`config.mk`:
```
export PLATFORM = sky130hd
export DESIGN_NAME = drive_status_output_flags
export DESIGN_NICKNAME = d
export VERILOG_FILES = /design/src/drive_flags_pkg.sv /design/src/flag_bus_if.sv /design/src/hour_meter.sv /design/src/terminal_mux.sv /design/src/drive_status_output_flags.sv
export SDC_FILE = /design/constraint.sdc
export NUM_CORES = 1
export LEC_CHECK = 0
export BUFFER_PORTS_ARGS = -buffer_cell sky130_fd_sc_hd__clkbuf_2
export CORE_ASPECT_RATIO = 0.8
export CORE_UTILIZATION = 40
export CTS_CLUSTER_DIAMETER = 30
export DETAILED_ROUTE_END_ITERATION = 8
export PLACE_DENSITY = 0.68
export REMOVE_ABC_BUFFERS = 1
export SYNTH_ARGS = -nofsm -noshare
export SYNTH_HDL_FRONTEND = slang
export SYNTH_SLANG_ARGS = --single-unit
```
`constraint.sdc`:
```
create_clock -name clk_sys -period 2.73 [get_ports clk_sys]
set_clock_uncertainty 0.05 [all_clocks]
set_input_delay 0.1365 -clock clk_sys [delete_from_list [all_inputs] [get_ports clk_sys]]
set_output_delay 0.1365 -clock clk_sys [all_outputs]
set_load 0.005 [all_outputs]
```
`src/drive_flags_pkg.sv`:
```
// Shared constants, selection codes and types for the drive status flags
// Contract
// Overload notice 1 code 03, 2 code 21
// Notice 1 on above level 1, off below
// Notice 2 on above level 2, off below
// Overload levels 0.0-2.0 times rated current
// Overload restriction lowers frequency while accelerating
// PID deviation flag code 04 above limit
// Alarm code 5 held until alarm reset
// Relay defaults to alarm; terminals may too
// Over-torque versus per-quadrant level, four levels
// Over-torque code 7 only under vector methods
// Power loss code 08, undervoltage code 09
// Torque-limited code 10 only methods 5-7
// Hours flags at or above hours limit
// Run hours code 11, power-on code 12
// Thermal warning code 13 below setting off
// Brake release code 14, fault code 15
// Zero-speed code 16 below zero-speed level
// Zero-speed source ramp, or rotor when sensored
// Far side tolerates alarm delay, chatter
// Each terminal drives its selected flag
package drive_flags_pkg;
  // Selection code width and flag vector size
  localparam int SEL_W = 5;
  localparam int NFLAGS = 32;
  // Flag selection codes
  localparam logic [4:0] CODE_OVERLOAD_1 = 5'h03;
  localparam logic [4:0] CODE_PID_DEV = 5'h04;
  localparam logic [4:0] CODE_ALARM = 5'h05;
  localparam logic [4:0] CODE_OVER_TORQUE = 5'h07;
  localparam logic [4:0] CODE_POWER_LOSS = 5'h08;
  localparam logic [4:0] CODE_UNDERVOLT = 5'h09;
  localparam logic [4:0] CODE_TORQUE_LIM = 5'h0A;
  localparam logic [4:0] CODE_RUN_HOURS = 5'h0B;
  localparam logic [4:0] CODE_ON_HOURS = 5'h0C;
  localparam logic [4:0] CODE_THERMAL = 5'h0D;
  localparam logic [4:0] CODE_BRAKE_REL = 5'h0E;
  localparam logic [4:0] CODE_BRAKE_FAULT = 5'h0F;
  localparam logic [4:0] CODE_ZERO_SPEED = 5'h10;
  localparam logic [4:0] CODE_OVERLOAD_2 = 5'h15;
  localparam logic [4:0] CODE_NONE = 5'h1F;
  // Selections after reset
  localparam logic [4:0] TERM_SEL_RST = CODE_NONE;
  localparam logic [4:0] RELAY_SEL_RST = CODE_ALARM;
  // Motor control method codes
  localparam logic [2:0] METHOD_SENSORLESS = 3'h5;
  localparam logic [2:0] METHOD_SENSORED = 3'h6;
  localparam logic [2:0] METHOD_ZERO_HZ = 3'h7;
  // Per-mille of rated current for one level step, a tenth of rated
  localparam logic [11:0] LEVEL_SCALE = 12'h064;
  // Clock and timing
  localparam longint CLK_HZ = 64'h0000_0000_05F5_E100;
  localparam int CLK_PERIOD_NS = 10;
  localparam int RESTRICT_STEP_NS = 1000000;
  localparam int RESTRICT_STEP_CYCLES = RESTRICT_STEP_NS / CLK_PERIOD_NS;
  localparam longint HOUR_S = 64'h0000_0000_0000_0E10;
  localparam longint HOUR_CYCLES = HOUR_S * CLK_HZ;
  // Hour counters saturate here
  localparam logic [13:0] HOURS_SAT = 14'h3FFF;
  // Frequency output after reset
  localparam logic [15:0] FREQ_RST = 16'h0000;
  // Overload restriction states
  typedef enum logic [1:0] {
    RS_FOLLOW = 2'b01,
    RS_RESTRICT = 2'b10
  } restrict_state_t;
endpackage

```
`src/flag_bus_if.sv`:
```
// Carrier of the flag vector from the flag generator to the terminal routers
`timescale 1ns/1ps
interface flag_bus_if;
  // One flag per selection code
  logic [31:0] flags;
  modport source(output flags);
  modport sink(input flags);
endinterface

```
`src/hour_meter.sv`:
```
// Accumulated hours counter with an hour prescaler
`timescale 1ns/1ps
module hour_meter #(
  parameter longint CYCLES_PER_HOUR = drive_flags_pkg::HOUR_CYCLES
) (
  // Clock and reset
  input wire logic clk_sys,
  input wire logic rst_n,
  // Counting enable and result
  input wire logic count_en,
  output logic [13:0] hours
);
  // Prescaler wide enough for a full hour at the system clock
  logic [39:0] prescale;
  logic hour_tick;

  if (CYCLES_PER_HOUR < 1 || CYCLES_PER_HOUR > 64'h0000_00FF_FFFF_FFFF) begin : g_chk
    $error("hour_meter: cycles per hour out of range");
  end

  // Tick on the last cycle of each counted hour
  assign hour_tick = count_en && (prescale == 40'(CYCLES_PER_HOUR - 64'h1));

  // Prescaler only advances while counting, so partial hours are kept
  always_ff @(posedge clk_sys) begin
    if (!rst_n) begin
      prescale <= '0;
      hours <= '0;
    end else if (hour_tick) begin
      prescale <= '0;
      // Saturate instead of wrapping back below the limit
      if (hours != drive_flags_pkg::HOURS_SAT) begin
        hours <= hours + 14'h0001;
      end
    end else if (count_en) begin
      prescale <= prescale + 40'h00_0000_0001;
    end
  end
endmodule

```
`src/terminal_mux.sv`:
```
// Router from the flag vector to one output terminal
`timescale 1ns/1ps
module terminal_mux (
  // Clock and reset
  input wire logic clk_sys,
  input wire logic rst_n,
  // Flags and selection
  flag_bus_if.sink bus,
  input wire logic [4:0] sel,
  // Terminal drive
  output logic term_out
);
  // Selected flag, undefined codes read as zero in the vector
  wire picked = bus.flags[sel];

  // Registered so the terminal never glitches between codes
  always_ff @(posedge clk_sys) begin
    if (!rst_n) begin
      term_out <= 1'b0;
    end else begin
      term_out <= picked;
    end
  end
endmodule

```
`src/drive_status_output_flags.sv`:
```
// Drive status flag generator with terminal and relay routing
`timescale 1ns/1ps
module drive_status_output_flags #(
  parameter int RESTRICT_STEP = drive_flags_pkg::RESTRICT_STEP_CYCLES,
  parameter longint CYCLES_PER_HOUR = drive_flags_pkg::HOUR_CYCLES
) (
  // Clock and reset
  input wire logic clk_sys,
  input wire logic rst_n,
  // Selection settings, one write strobe per terminal, index 4 is the relay
  input wire logic [4:0] sel_wr,
  input wire logic [4:0] sel_data,
  // Current, per-mille of rated, and levels in tenths of rated
  input wire logic [11:0] output_current,
  input wire logic [4:0] overload_level_1,
  input wire logic [4:0] overload_level_2,
  input wire logic [4:0] restrict_level,
  // Acceleration and constant speed indications
  input wire logic accelerating,
  input wire logic constant_speed,
  // PID error magnitude and limit, tenths of a percent
  input wire logic [10:0] pid_error,
  input wire logic [9:0] pid_deviation_limit,
  // Fault events and alarm reset, one-cycle pulses
  input wire logic fault_event,
  input wire logic alarm_reset,
  // Torque estimate in percent, signed, and rotation direction
  input wire logic signed [9:0] torque_est,
  input wire logic dir_reverse,
  input wire logic [7:0] torque_level_fwd_drive,
  input wire logic [7:0] torque_level_rev_regen,
  input wire logic [7:0] torque_level_rev_drive,
  input wire logic [7:0] torque_level_fwd_regen,
  input wire logic [2:0] motor_control_method,
  // Supply and limiter states
  input wire logic momentary_power_loss,
  input wire logic undervoltage_flag,
  input wire logic torque_limit_active,
  // Hours
  input wire logic running,
  input wire logic [13:0] hours_limit,
  // Thermal
  input wire logic [9:0] thermal_value,
  input wire logic [9:0] thermal_warning_level,
  // Brake control
  input wire logic brake_release,
  input wire logic brake_fault,
  // Speed sources and zero-speed level, 0.01 Hz units
  input wire logic [15:0] ramp_output,
  input wire logic [15:0] rotor_freq,
  input wire logic [13:0] zero_speed_level,
  // Terminal and relay drive
  output logic [3:0] terminal_out,
  output logic relay_out,
  // Frequency command after overload restriction
  output logic [15:0] freq_out,
  output logic restricting
);
  // Elaboration checks
  if (RESTRICT_STEP < 1 || RESTRICT_STEP > 32'h00FF_FFFF) begin : g_chk_step
    $error("restriction step out of range");
  end
  if (CYCLES_PER_HOUR < 1) begin : g_chk_hour
    $error("cycles per hour out of range");
  end

  // Level in tenths of rated converted to per-mille of rated current
  function automatic logic [11:0] level_to_current(input logic [4:0] lvl);
    logic [16:0] prod;
    prod = 17'(lvl) * 17'(drive_flags_pkg::LEVEL_SCALE);
    return prod[11:0];
  endfunction

  // Vector methods: sensorless, sensored and zero-hertz
  function automatic logic is_vector(input logic [2:0] m);
    return (m == drive_flags_pkg::METHOD_SENSORLESS) ||
           (m == drive_flags_pkg::METHOD_SENSORED) || (m == drive_flags_pkg::METHOD_ZERO_HZ);
  endfunction

  // Selection registers, index 4 is the relay
  logic [4:0] sel [0:4];
  // Registered flags
  logic ovl1, ovl2, pid_dev, alarm, over_torque, torque_lim;
  logic run_over, on_over, thermal_warn, zero_speed;
  logic power_loss_q, undervolt_q, brake_rel_q, brake_fault_q;
  // Hour counts
  logic [13:0] run_hours, on_hours;
  // Restriction machinery
  drive_flags_pkg::restrict_state_t rs_state, next_rs_state;
  logic [23:0] step_cnt;
  logic step_tick;

  // Thresholds derived from the level settings
  wire [11:0] thr1 = level_to_current(overload_level_1);
  wire [11:0] thr2 = level_to_current(overload_level_2);
  wire [11:0] thr_restrict = level_to_current(restrict_level);

  // Quadrant: positive torque drives forward and regenerates in reverse
  wire torque_neg = torque_est[9];
  wire [9:0] torque_mag = torque_neg ? 10'(-torque_est) : 10'(torque_est);
  wire [7:0] quad_level = dir_reverse ?
                          (torque_neg ? torque_level_rev_drive : torque_level_rev_regen) :
                          (torque_neg ? torque_level_fwd_regen : torque_level_fwd_drive);
  wire vector_method = is_vector(motor_control_method);
  wire torque_over_cond = vector_method && (torque_mag > {2'b00, quad_level});

  // Zero-speed source: rotor frequency when sensored, ramp otherwise
  wire use_rotor = motor_control_method == drive_flags_pkg::METHOD_SENSORED;
  wire [15:0] speed_src = use_rotor ? rotor_freq : ramp_output;
  wire zero_cond = speed_src < {2'b00, zero_speed_level};

  // Overload restriction applies only on acceleration or constant speed
  wire restrict_window = accelerating || constant_speed;
  wire over_restrict = restrict_window && (output_current >= thr_restrict);

  // Selection settings, relay starts on the alarm
  always_ff @(posedge clk_sys) begin
    if (!rst_n) begin
      for (int i = 0; i < 4; i++) begin
        sel[i] <= drive_flags_pkg::TERM_SEL_RST;
      end
      sel[4] <= drive_flags_pkg::RELAY_SEL_RST;
    end else begin
      for (int i = 0; i < 5; i++) begin
        if (sel_wr[i]) begin
          sel[i] <= sel_data;
        end
      end
    end
  end

  // Level comparisons registered once; equality keeps the overload notices, PID flag clears
  always_ff @(posedge clk_sys) begin
    if (!rst_n) begin
      ovl1 <= 1'b0;
      ovl2 <= 1'b0;
      pid_dev <= 1'b0;
    end else begin
      // Hold at exact equality, a tiny built-in hysteresis
      if (output_current > thr1) begin
        ovl1 <= 1'b1;
      end else if (output_current < thr1) begin
        ovl1 <= 1'b0;
      end
      if (output_current > thr2) begin
        ovl2 <= 1'b1;
      end else if (output_current < thr2) begin
        ovl2 <= 1'b0;
      end
      pid_dev <= pid_error > {1'b0, pid_deviation_limit};
    end
  end

  // Alarm latch; a fault in the reset cycle wins so no fault is lost
  always_ff @(posedge clk_sys) begin
    if (!rst_n) begin
      alarm <= 1'b0;
    end else if (fault_event) begin
      alarm <= 1'b1;
    end else if (alarm_reset) begin
      alarm <= 1'b0;
    end
  end

  // Torque, supply, thermal, brake, speed and hours flags
  always_ff @(posedge clk_sys) begin
    if (!rst_n) begin
      over_torque <= 1'b0;
      torque_lim <= 1'b0;
      power_loss_q <= 1'b0;
      undervolt_q <= 1'b0;
      thermal_warn <= 1'b0;
      brake_rel_q <= 1'b0;
      brake_fault_q <= 1'b0;
      zero_speed <= 1'b0;
      run_over <= 1'b0;
      on_over <= 1'b0;
    end else begin
      over_torque <= torque_over_cond;
      torque_lim <= torque_limit_active && vector_method;
      power_loss_q <= momentary_power_loss;
      undervolt_q <= undervoltage_flag;
      thermal_warn <= thermal_value >= thermal_warning_level;
      brake_rel_q <= brake_release;
      brake_fault_q <= brake_fault;
      zero_speed <= zero_cond;
      run_over <= run_hours >= hours_limit;
      on_over <= on_hours >= hours_limit;
    end
  end

  // Hour meters: run time counts while running, power-on time always
  hour_meter #(.CYCLES_PER_HOUR(CYCLES_PER_HOUR)) u_run_hours (
    .clk_sys(clk_sys),
    .rst_n(rst_n),
    .count_en(running),
    .hours(run_hours)
  );
  hour_meter #(.CYCLES_PER_HOUR(CYCLES_PER_HOUR)) u_on_hours (
    .clk_sys(clk_sys),
    .rst_n(rst_n),
    .count_en(1'b1),
    .hours(on_hours)
  );

  // Flag vector indexed by selection code; unlisted codes stay low
  flag_bus_if fbus ();
  always_comb begin
    fbus.flags = '0;
    fbus.flags[drive_flags_pkg::CODE_OVERLOAD_1] = ovl1;
    fbus.flags[drive_flags_pkg::CODE_OVERLOAD_2] = ovl2;
    fbus.flags[drive_flags_pkg::CODE_PID_DEV] = pid_dev;
    fbus.flags[drive_flags_pkg::CODE_ALARM] = alarm;
    fbus.flags[drive_flags_pkg::CODE_OVER_TORQUE] = over_torque;
    fbus.flags[drive_flags_pkg::CODE_POWER_LOSS] = power_loss_q;
    fbus.flags[drive_flags_pkg::CODE_UNDERVOLT] = undervolt_q;
    fbus.flags[drive_flags_pkg::CODE_TORQUE_LIM] = torque_lim;
    fbus.flags[drive_flags_pkg::CODE_RUN_HOURS] = run_over;
    fbus.flags[drive_flags_pkg::CODE_ON_HOURS] = on_over;
    fbus.flags[drive_flags_pkg::CODE_THERMAL] = thermal_warn;
    fbus.flags[drive_flags_pkg::CODE_BRAKE_REL] = brake_rel_q;
    fbus.flags[drive_flags_pkg::CODE_BRAKE_FAULT] = brake_fault_q;
    fbus.flags[drive_flags_pkg::CODE_ZERO_SPEED] = zero_speed;
  end

  // Four open-collector terminals and the relay, each with its own router
  for (genvar t = 0; t < 4; t++) begin : g_term
    terminal_mux u_mux (
      .clk_sys(clk_sys),
      .rst_n(rst_n),
      .bus(fbus.sink),
      .sel(sel[t]),
      .term_out(terminal_out[t])
    );
  end
  terminal_mux u_relay (
    .clk_sys(clk_sys),
    .rst_n(rst_n),
    .bus(fbus.sink),
    .sel(sel[4]),
    .term_out(relay_out)
  );

  // Step divider: one-cycle enable per restriction step
  assign step_tick = step_cnt == 24'(RESTRICT_STEP - 1);
  always_ff @(posedge clk_sys) begin
    if (!rst_n || step_tick) begin
      step_cnt <= '0;
    end else begin
      step_cnt <= step_cnt + 24'h00_0001;
    end
  end

  // Restriction state: enter on overload in the window, leave once current drops or the window closes
  always_comb begin
    case (rs_state)
      drive_flags_pkg::RS_FOLLOW: begin
        next_rs_state = over_restrict ? drive_flags_pkg::RS_RESTRICT : drive_flags_pkg::RS_FOLLOW;
      end
      drive_flags_pkg::RS_RESTRICT: begin
        next_rs_state = over_restrict ? drive_flags_pkg::RS_RESTRICT : drive_flags_pkg::RS_FOLLOW;
      end
      default: begin
        next_rs_state = drive_flags_pkg::RS_FOLLOW;
      end
    endcase
  end

  // Frequency follows the ramp, or steps down while restricting.
  // Stepping slowly trades response for avoiding a regenerative surge.
  always_ff @(posedge clk_sys) begin
    if (!rst_n) begin
      rs_state <= drive_flags_pkg::RS_FOLLOW;
      freq_out <= drive_flags_pkg::FREQ_RST;
      restricting <= 1'b0;
    end else begin
      rs_state <= next_rs_state;
      restricting <= next_rs_state == drive_flags_pkg::RS_RESTRICT;
      if (rs_state == drive_flags_pkg::RS_RESTRICT) begin
        if (step_tick && freq_out != 16'h0000) begin
          freq_out <= freq_out - 16'h0001;
        end
      end else begin
        freq_out <= ramp_output;
      end
    end
  end
endmodule

```
=== Yosys cells after proc, flatten, opt, wreduce, memory -nomap -nowiden ===
Memory sizes are Yosys's and may differ from the RTL's.
Index checks and enable logic that the tools add are counted.

* Add/sub/neg operators: 7
* Multipliers: 3
* Magnitude comparators: 16
* Eq/ne operators: 12
* Muxes and demuxes: 46
* Bitwise gates (word level): 6
* Reductions and logical operators: 19

{| class="wikitable"
|+ Operators with widths
! cell !! number
|-
| adder 40 x 1 -> 40 bit, second input constant || 2
|-
| == test 40 x 39 -> 1 bit, second input constant || 2
|-
| two-way mux 16 bit || 3
|-
| less-than comparator 5 x 6 -> 1 bit, second input constant || 5
|-
| multiplier 5 x 5 -> 10 bit, second input constant || 3
|-
| adder 14 x 1 -> 14 bit, second input constant || 2
|-
| greater-or-equal comparator 14 bit || 2
|-
| != test 14 bit, second input constant || 2
|-
| two-way mux 1 bit || 27
|-
| binary-select mux 1 bit (select 5 bit) || 5
|-
| two-way mux 5 bit || 5
|-
| adder 24 x 1 -> 24 bit, second input constant || 1
|-
| == test 24 x 17 -> 1 bit, second input constant || 1
|-
| greater-than comparator 12 bit || 2
|-
| less-than comparator 12 bit || 2
|-
| two-way mux 8 bit || 3
|-
| less-than comparator 16 x 14 -> 1 bit || 1
|-
| nonzero test 16 bit || 1
|-
| subtractor 16 x 1 -> 16 bit, second input constant || 1
|-
| greater-or-equal comparator 12 bit || 1
|-
| greater-than comparator 11 x 10 -> 1 bit || 1
|-
| greater-or-equal comparator 10 bit || 1
|-
| greater-than comparator 10 x 8 -> 1 bit || 1
|-
| two-way mux 10 bit || 1
|-
| 14 further kinds || 34
|}

* Register bits: 170
* Memory bits (writable): 25
* Bits of input ports: 196
* Output and inout bits: 22
* Word-level logic and storage cells: 137
* Memories: 1

{| class="wikitable"
|+ Memory list
! name !! words !! bits a word !! rd ports !! clocked after Yosys merged registers in !! wr ports !! RTL line !! RTL
|-
| sel || 5 || 5 || 5 || 0 || 5 || drive_status_output_flags.sv:81 || <nowiki>logic [4:0] sel [0:4];</nowiki>
|}

=== Logic depth before layout (Yosys ltp) ===
Gate-level depths: netlist of run 1.

* Word-level depth: 6
* Mapped depth: 15
* Mapped depth without buffers: 15

=== By module ===
From an unflattened synthesis of run 1, not the netlist that was laid out.

* Cell total of the unflattened synthesis: 1,543
* Area total of the unflattened synthesis: 14,207.4 um^2

{| class="wikitable"
|+ By module, submodules not included
! module !! times used !! cells an instance !! area each (um^2) !! seq. area each (um^2)
|-
| drive_status_output_flags || 1 || 813 || 7,270.7 || 1,871.8
|-
| hour_meter || 2 || 305 || 2,611.3 || 1,081.0
|-
| terminal_mux || 5 || 24 || 342.8 || 20.0
|}

=== Least setup slack after synthesis of run 1 ===
No wires, ideal clock.

* Path type: input-to-reg
* From: in overload_level_1[3]
* To: reg ovl1
* Library setup time: 0.119 ns
* Arrival time: 2.631 ns
* Required time: 2.561 ns
* Setup slack: -0.071 ns
* Stages on the path: 14
* Buffers on the path: 0
* Path through: inv_1 ha_1 inv_1 ha_1 ha_1 ha_1 a21o_1 a21oi_1 xor2_1 ha_1 a211o_1 o22ai_1 or3_1 a21oi_1

* Cells in the longest elaborated chain, start to end: 3
* Elaborated cells on any way between the ends: 5
* Those cells by class: 1 x mul; 2 x order compare; 1 x mux; 1 x reduce/logical

{| class="wikitable"
|+ RTL lines
! element !! RTL line !! RTL
|-
| start: declaration || drive_status_output_flags.sv:15 || <nowiki>input wire logic [4:0] overload_level_1,</nowiki>
|-
| multiplier 5 x 5 -> 10 bit (*) || drive_status_output_flags.sv:70 || <nowiki>prod = 17'(lvl) * 17'(drive_flags_pkg::LEVEL_SCALE);</nowiki>
|-
| greater-than comparator 12 bit or less-than comparator 12 bit (tied branches) || drive_status_output_flags.sv:140, drive_status_output_flags.sv:142 ||
|-
| two-way mux 1 bit or nonzero test 2 bit (tied branches) || -- ||
|-
| end signal: assignment || drive_status_output_flags.sv:135 || <nowiki>ovl1 <= 1'b0;</nowiki>
|-
| end signal: assignment || drive_status_output_flags.sv:141 || <nowiki>ovl1 <= 1'b1;</nowiki>
|-
| end signal: assignment || drive_status_output_flags.sv:143 || <nowiki>ovl1 <= 1'b0;</nowiki>
|-
| end: declaration || drive_status_output_flags.sv:83 || <nowiki>logic ovl1, ovl2, pid_dev, alarm, over_torque, torque_lim;</nowiki>
|}

Every way passes the cells marked *; elsewhere a longest branch is shown, timed or not.
A chain may end at the register's enable or synchronous reset.

=== Worst setup path after layout of run 1 ===
* From: in overload_level_2[3]
* To: reg ovl2

* Cells in the longest elaborated chain, start to end: 3
* Elaborated cells on any way between the ends: 5
* Those cells by class: 1 x mul; 2 x order compare; 1 x mux; 1 x reduce/logical

{| class="wikitable"
|+ RTL lines
! element !! RTL line !! RTL
|-
| start: declaration || drive_status_output_flags.sv:16 || <nowiki>input wire logic [4:0] overload_level_2,</nowiki>
|-
| multiplier 5 x 5 -> 10 bit (*) || drive_status_output_flags.sv:70 ||
|-
| greater-than comparator 12 bit or less-than comparator 12 bit (tied branches) || drive_status_output_flags.sv:145, drive_status_output_flags.sv:147 ||
|-
| two-way mux 1 bit or nonzero test 2 bit (tied branches) || -- ||
|-
| end signal: assignment || drive_status_output_flags.sv:136 || <nowiki>ovl2 <= 1'b0;</nowiki>
|-
| end signal: assignment || drive_status_output_flags.sv:146 || <nowiki>ovl2 <= 1'b1;</nowiki>
|-
| end signal: assignment || drive_status_output_flags.sv:148 || <nowiki>ovl2 <= 1'b0;</nowiki>
|-
| end: declaration || drive_status_output_flags.sv:83 ||
|}

Marked as above.

==> out/results.tsv, run 1 <==
metric	value	unit
grt_start_max_net_pins	41	
overflow	0	
placedCellCount	2080	
tritoncts	built	
clock_sinks	194	
antenna_cells	0	
drive_gt1_frac	0.199	
hold_slack	29.7	ps
critPathCaptureType	flip-flop	
mostFrequentLayoutCell	clkbuf_2	
crit_path_frequent_cell	ha_1	
path_max_fanout	2	
clock-root-buffer	clkbuf_16	
powerDensity	445	nW/µm²
area_growth	20.6	%
instances_no_fill	2142	
synth_cell_type_count	67	
die_w	202	µm
fin_nets	2064	
setup_viol	0	
first_pass_iters	5	
period_share	0.955	
slowest_stage	or3_1	
hold_viol	0	
cp.required	3040	ps
die_area	32700	µm²
max-cap-violations	0	
yosysWarningCount	0	
start_kind	input port	
route.vias.total	11000	
rows	58	
hp-start	ramp_output[4]	
synthTopCellsByArea	dfxtp_1 (26%), ha_1 (15%), edfxtp_1 (5.9%)	
initialDrtViolationCount	491	
ir_worst_vdd	0.000373	V
drtAntennaViolNets	0	
place_ws	-313	ps
clock_latency	440	ps
worstSetupPathType	in2reg	
setup_ws	122	ps
final_area	15400	µm²
clk_pin_slew_worst_paths	80	ps
post-route-util	0.490	
dp_hpwl	23700	µm
finalWeightedCongestion	0.871	
leakagePower	6.83	nW
synth.cell_area	12800	µm²
clock.fmax	383	MHz
ios	218	
viasPerCell	5.16	
cts_inserted_buffers	17	
netlist_instances	1444	
layout_common_cells	clkbuf_2 (217), dfxtp_1 (169), nor2_1 (167)	
cp_cell_sequence	clkbuf_2, inv_1, ha_1, inv_1, ha_1, ha_1, ha_1, buf_4, a31oi_1, xor2_1, ha_1, nand4b_1, nor4_1, or3_1, a21oi_1	
seq_area_frac_synth	0.324	
power	6.86	mW
min_period	2610	ps
tns	0	ps
slowest_delay	330	ps
worstMarginPinSlew	571	ps
wire_per_inst	14.2	µm
rsz0062_at_grt	true	
hold_path_class	in2reg	
synth_top_area_share	0.265	
status	finished clean	
grt_pass1_vias	10700	
numPortBuffers	217	
initial_core_util	0.406	
drc	0	
synth_edf_count	25	
finalWirelength	30400	µm
cts_buffer_depth	2	
dpl_cell_area	14500	µm²
slew_headroom	0.619	
synth-seq-cells	194	
grt_antenna_before_repair	0	
drv_slew	0	
r2r_start	u_on_hours.prescale[0]	
async_flop_share	0	
startpoint	overload_level_2[3]	
h-tree-depth	4	
core_area	31400	µm²
fp.dieH	162	µm
grt_first_pass_wirelength	50400	µm
synth_top_area_cell	dfxtp_1	
cp.arrival	2920	ps
syn_avg_cell_area	8.84	µm²
synthFlopType	dfxtp_1	
track_usage	0.187	
layer usage:
layer,part of all wire,global-route usage,up-vias
met5,0,0,-
met4,0.012,0.0455,0
met3,0.033,0.0239,21
met2,0.46,0.315,226
met1,0.50,0.253,5155
li1,-,-,5644
cell families (layout without fill, tap and decap cells):
logic type | Yosys count | after routing | synth area share
buffers and inverters | 158 | 436 | 0.0493
DFF | 194 | 194 | 0.324
muxes | 40 | 40 | 0.0503
AOI/OAI and AO/OA | 205 | 205 | 0.0979
adders and majority gates | 159 | 159 | 0.158
and+or+nand+nor | 546 | 546 | 0.224
xor gates and xnor gates | 142 | 142 | 0.0974
registers in the layout, summed over array words and instances, names as in the netlist, 4 cells and up:
register               cells
u_on_hours.hours          14
u_on_hours.prescale       40
u_run_hours.hours         14
sel                       25
u_run_hours.prescale      40
freq_out                  16
step_cnt                  24
g_term.u_mux.term_out      4
worst paths after layout:
kind	endpoint	slack, ps	cells after the start
max	ovl2	120	15
min	freq_out[4]	30	3
max reg2reg	u_on_hours.hours[8]	250	8
min reg2reg	step_cnt[0]	420	1
where the power goes:
part / total [mW] / switching [mW] / internal [mW]
clock network: 2.45 / 1.23 / 1.22
logic: 1.31 / 0.641 / 0.666
registers: 3.10 / 0.118 / 2.99
total: 6.86 / 1.99 / 4.87
cell usage after synthesis (30+ instances only):
cell      count
dfxtp_1     169
nor2_1      167
ha_1        156
inv_1       117
xor2_1       84
nand2_1      81
nand3_1      66
a21oi_1      61
xnor2_1      58
o21ai_0      57
nand4_1      44
nor3_1       31
clkbuf_1     30
critical path, delay by kind of cell:
kind / cells / cell delay [ps]
XOR/XNOR: 1 / 190
AO/OA/AOI/OAI: 2 / 370
buffers and inverters: 4 / 320
AND/OR/NAND/NOR: 3 / 500
adder cells (fa/ha/maj): 5 / 1410
layout make-up:
cell class	count	area, µm²
Tap cell	420	526
Timing Repair Buffer	287	1700
Sequential cell	194	4130
Clock buffer	17	425
Multi-Input combinational cell	1092	8030
Fill cell	2936	16000
Clock inverter	15	148
Inverter	117	439
timing repair:
item                                    in CTS  in global routing
endpoints found under the setup margin       0                  3
hold endpoints to repair                    37                  0
gates resized for setup                      0                  4
hold buffers                                30                  0
buffers inserted                             0                  0
No activity file was read; power rests on OpenSTA's default activity.
==> inputs of run 2 (changes only) <==
GPL_TIMING_DRIVEN = 0   (was not set)
PLACE_DENSITY = not set   (was 0.68)
PLACE_DENSITY_LB_ADDON = 0.25   (was not set)
==> run 2 against run 1 <==
Compared with the run above: the flow now finishes with violations (negative hold slack); non-clock buffer count shrank 36; via count shrank 2.1%; die area is the same; maximum frequency shrank 0.97%; clock power grew 2%; setup slack lost 26 ps; final cell count shrank 1.6%; flip-flop and latch count is the same; sequential power is essentially flat; critical endpoint is now restricting; largest cell class unchanged; highest routed layer unchanged.
==> out/results.tsv, run 2 (synthesized netlist as in run 1, its figures left out) <==
metric	value	unit	change
status	finished with violations		was finished clean
violations	negative hold slack		
max-cap-violations	0		unchanged
core_area	31400	µm²	unchanged
grt_antenna_before_repair	1		was 0
period_share	0.965		was 0.955
numPortBuffers	217		unchanged
grt_pass1_vias	10100		was 10.7k
fin_nets	2029		was 2064
multi_input_area	8110	µm²	was 8030 µm²
ir_worst_vdd	0.000432	V	was 0.000373 V
finalWeightedCongestion	0.816		was 0.871
cts_inserted_buffers	17		unchanged
start_kind	input port		unchanged
h-tree-depth	4		unchanged
place_ws	-443	ps	was -313 ps
slew_headroom	0.319		was 0.619
clock.fmax	380	MHz	was 383 MHz
fp.dieH	162	µm	unchanged
crit_path_frequent_cell	ha_1		unchanged
slowest_stage	ha_1		was or3_1
setup_viol	0		unchanged
powerDensity	449	nW/µm²	was 445 nW/µm²
power	6.85	mW	was 6.86 mW
fillers	2978		was 2936
rows	58		unchanged
clock_sinks	194		unchanged
hold_viol	1		was 0
dp_hpwl	22900	µm	was 23700 µm
ios	218		unchanged
p_seq_frac	0.453		about the same
cp.arrival	2920	ps	about the same
die_w	202	µm	unchanged
min_period	2630	ps	was 2610 ps
antenna_cells	0		unchanged
path_max_fanout	4		was 2
reg_top3	u_on_hours.prescale (40), u_run_hours.prescale (40), sel (25)		unchanged
drc	0		unchanged
die_area	32700	µm²	unchanged
layout_common_cells	clkbuf_2 (217), dfxtp_1 (169), nor2_1 (167)		unchanged
critPathCaptureType	flip-flop		unchanged
cp.required	3010	ps	was 3040 ps
grt_first_pass_wirelength	49500	µm	was 50400 µm
clk_pin_slew_worst_paths	80	ps	about the same
tritoncts	built		unchanged
wire_per_inst	14.2	µm	about the same
seq_area	4130	µm²	unchanged
worstMarginPinSlew	1020	ps	was 571 ps
clkPwrFrac	0.364		was 0.357
route.vias.total	10800		was 11.0k
p_sw_frac	0.281		was 0.290
instances_no_fill	2107		was 2142
switchingPower	1.92	mW	was 1.99 mW
mostFrequentLayoutCell	clkbuf_2		unchanged
placedCellCount	2042		was 2080
clock_latency	430	ps	was 440 ps
setup_ws	96.1	ps	was 122 ps
drtAntennaViolNets	0		unchanged
overflow	0		unchanged
slowest_delay	320	ps	was 330 ps
worstSetupPathType	in2reg		unchanged
drv_slew	0		unchanged
cp_cell_sequence	clkbuf_2, inv_1, ha_1, inv_1, ha_1, ha_1, ha_1, nand2_1, o21bai_1, a21oi_1, xnor2_1, ha_1, o22ai_2, nor3_1, and4_1, a21o_1		was clkbuf_2, inv_1, ha_1, inv_1, ha_1, ha_1, ha_1, buf_4, a31oi_1, xor2_1, ha_1, nand4b_1, nor4_1, or3_1, a21oi_1
hold_path_class	in2reg		unchanged
initial_core_util	0.406		unchanged
tns	0	ps	unchanged
clock-root-buffer	clkbuf_16		unchanged
initialDrtViolationCount	610		was 491
first_pass_iters	5		unchanged
viasPerCell	5.13		was 5.16
cts_buffer_depth	2		unchanged
p_comb_frac	0.182		was 0.191
area_growth	19.3	%	was 20.6%
finalWirelength	29900	µm	was 30400 µm
p_int	4.93	mW	was 4.87 mW
drive_gt1_frac	0.189		was 0.199
hold_slack	-1.25	ps	was 29.7 ps
leakagePower	6.70	nW	was 6.83 nW
grt_start_max_net_pins	40		was 41
track_usage	0.183		was 0.187
-- run 2: critical path, delay by kind of cell --
kind            cells  cell delay [ps]
buf+inv             3              220
fa+ha+maj           5             1420
compound gates      4              590
xor+xnor            1              150
simple gates        3              400
-- run 2: area by class of cell --
cell class	count	area share
Inverter	117	0.0288
Timing Repair Buffer	251	0.0952
Sequential cell	194	0.271
Clock inverter	14	0.00919
Tap cell	420	0.0345
Multi-Input combinational cell	1093	0.532
Clock buffer	18	0.0288
-- run 2: final timing paths --
path,startpoint,end,slack [ps],cells past startpoint
setup / recovery,restrict_level[3],restricting,100,16
setup reg to reg,u_on_hours.prescale[0],u_on_hours.prescale[8],150,6
hold / removal,ramp_output[3],freq_out[3],-1,3
hold reg to reg,u_on_hours.prescale[0],u_on_hours.prescale[0],410,1
-- run 2: metal layers --
metal | track usage | up-vias | routed length, µm
met5 | 0 | - | 0
met4 | 0.0406 | 0 | 268
met3 | 0.0255 | 16 | 1190
met2 | 0.290 | 222 | 13100
met1 | 0.263 | 4996 | 15300
li1 | - | 5577 | -
-- run 2: power groups by stage --
| stage | Sequential, mW | Clock [mW] | Combinational [mW] |
|---|---|---|---|
| 2_1_floorplan | 3.13 | 0 | 0.771 |
| 3_3_place_gp | 3.16 | 0 | 1.16 |
| 3_5_place_dp | 3.17 | 0 | 1.19 |
| 4_1_cts | 3.10 | 2.56 | 1.23 |
| 5_1_grt | 3.12 | 2.70 | 1.43 |
| 6_report | 3.10 | 2.50 | 1.25 |
-- run 2: per-stage QoR --
stage	utilization	area [µm²]	hold WS (ps)
2_1_floorplan	-	12600	204
3_3_place_gp	0.452	14200	295
3_5_place_dp	0.454	14300	297
4_1_cts	0.481	15100	9.96
5_1_grt	0.485	15200	8.61
6_report	0.485	15200	-1.25
-- run 2: timing repair --
item	CTS	global route
setup endpoints to repair	52	67
gates cloned	0	1
pin swaps	1	5
hold endpoints to repair	30	0
gates resized for setup	2	9
setup buffers	0	6
hold buffers	26	0
==> inputs of run 3 (changes only) <==
clock period = 2.85 ns   (was 2.73 ns; I/O delays follow)
==> run 3 against run 2 <==
Compared with the run above: non-clock buffer count down 6; wire length down 1.3%; die area unchanged; critical path depth down 1; first-iteration DRC count up 6.7%; the run now ends clean; sequential share of layout area up 0.23 points; critical endpoint is now ovl2; sequential power down 4%; power down 4.6%; combinational power down 6%; largest power group unchanged; clock-buffer cell count unchanged; largest cell class unchanged.
==> out/results.tsv, run 3 (synthesized netlist as in run 1, its figures left out) <==
metric	value	unit	change
hold_viol	0		was 1
rows	58		unchanged
viasPerCell	5.13		about the same
critPathCaptureType	flip-flop		unchanged
clk_pin_slew_worst_paths	80	ps	about the same
overflow	0		unchanged
grt_antenna_before_repair	1		unchanged
hold_path_class	in2reg		unchanged
clock-root-buffer	clkbuf_16		unchanged
clock.fmax	368	MHz	
max-cap-violations	0		unchanged
cp.arrival	2990	ps	was 2920 ps
fin_nets	2022		was 2029
slowest_stage	ha_1		unchanged
drtAntennaViolNets	0		unchanged
finalWirelength	29500	µm	was 29900 µm
cp.required	3120	ps	was 3010 ps
wire_per_inst	14.0	µm	was 14.2 µm
fillers	2983		was 2978
fp.dieH	162	µm	unchanged
antenna_cells	0		unchanged
drc	0		unchanged
rsz0062_at_grt	false		
min_period	2720	ps	
setup_viol	0		unchanged
layout_common_cells	clkbuf_2 (217), dfxtp_1 (169), nor2_1 (167)		unchanged
cp_cell_sequence	clkbuf_2, inv_1, ha_1, inv_1, ha_1, ha_1, ha_1, a21o_1, a21oi_2, xor2_1, ha_1, a211o_1, o22ai_1, or3_1, a21oi_1		was clkbuf_2, inv_1, ha_1, inv_1, ha_1, ha_1, ha_1, nand2_1, o21bai_1, a21oi_1, xnor2_1, ha_1, o22ai_2, nor3_1, and4_1, a21o_1
die_w	202	µm	unchanged
initial_core_util	0.406		unchanged
grt_pass1_vias	10100		about the same
numPortBuffers	217		unchanged
hold_slack	4.82	ps	was -1.25 ps
cts_inserted_buffers	17		unchanged
initialDrtViolationCount	651		was 610
area_growth	18.3	%	was 19.3%
slowest_delay	340	ps	was 320 ps
core_area	31400	µm²	unchanged
path_max_fanout	4		unchanged
route.vias.total	10800		about the same
crit_path_frequent_cell	ha_1		unchanged
cts_buffer_depth	2		unchanged
drv_slew	0		unchanged
cp_num_buf_inv	3		unchanged
worstMarginPinSlew	1010	ps	was 1020 ps
clock_sinks	194		unchanged
track_usage	0.183		about the same
finalWeightedCongestion	0.816		unchanged
period_share	0.953		
ios	218		unchanged
mostFrequentLayoutCell	clkbuf_2		unchanged
reg_top3	u_on_hours.prescale (40), u_run_hours.prescale (40), sel (25)		unchanged
leakagePower	6.64	nW	was 6.70 nW
drive_gt1_frac	0.182		was 0.189
slew_headroom	0.330		was 0.319
grt_first_pass_wirelength	49600	µm	was 49500 µm
crit_family	adder cells		unchanged
worstSetupPathType	in2reg		unchanged
post_cts_buffers	0		unchanged
die_area	32700	µm²	unchanged
clock_latency	440	ps	was 430 ps
first_pass_iters	5		unchanged
post-route-util	0.481		was 0.485
start_kind	input port		unchanged
tritoncts	built		unchanged
powerDensity	432	nW/µm²	was 449 nW/µm²
ir_worst_vdd	0.000415	V	was 0.000432 V
grt_start_max_net_pins	40		unchanged
dp_hpwl	22900	µm	unchanged
status	finished clean		was finished with violations
h-tree-depth	4		unchanged
-- run 3: cell types whose count changed in the layout (fill, tap and decap cells not counted), sizes merged --
cell and change:
buf -6, nand2b -1
-- run 3: worst paths after layout --
kind	startpoint	endpoint	slack (ps)	depth (start not counted)
worst max-delay path	overload_level_2[3]	ovl2	130	15
worst max register to register	freq_out[7]	freq_out[13]	220	6
worst min-delay path	ramp_output[3]	freq_out[3]	5	3
worst min register to register	u_on_hours.prescale[0]	u_on_hours.prescale[0]	410	1
-- run 3: area by class of cell --
class / count / area (µm²) / area share
clock inverters: 14 / 140 / 0.00927
multi-input cells: 1092 / 8040 / 0.532
flip-flops and latches: 194 / 4130 / 0.274
inverters: 117 / 439 / 0.0291
well taps: 420 / 526 / 0.0348
clock buffers: 18 / 439 / 0.0291
repair buffers: 245 / 1390 / 0.0922
-- run 3: stage by stage --
step	setup TNS, ps	area, µm²	std cells	setup slack, ps	power [mW]
after detailed placement	-4510	14300	2042	-329	4.18
after global placement	-58730	14200	2040	-912	4.14
after floorplan	-3480	12600	1403	-92.5	3.74
final	0	15100	2100	134	6.53
after CTS	0	15100	2100	83.8	6.60
after global routing	0	15100	2100	2.50	6.91
-- run 3: what timing repair did --
action / 4_1_cts / 5_1_grt
gates cloned: 0 / 0
pin swaps: 0 / 1
hold buffers: 26 / 0
endpoints found under the setup margin: 42 / 13
endpoints found under the hold margin: 30 / 0
resized for setup: 2 / 2
-- run 3: power by group --
part | switching, mW | internal (mW)
Clock | 1.13 | 1.26
Combinational | 0.587 | 0.584
Sequential | 0.113 | 2.86
Total | 1.83 | 4.70
-- run 3: layer usage --
layer,up-vias,GRT usage,wire [µm]
met5,-,0,0
met4,0,0.0406,278
li1,5561,-,-
met1,4979,0.263,15100
met2,224,0.290,12900
met3,17,0.0255,1170
-- run 3: worst register-to-register path, cell delays in order (launching register included) --
cell      delay (ps)
dfxtp_1          370
or4_4            580
or4_4            460
o211ai_2         600
nor3_1           140
xnor2_1          190
a21oi_1           80
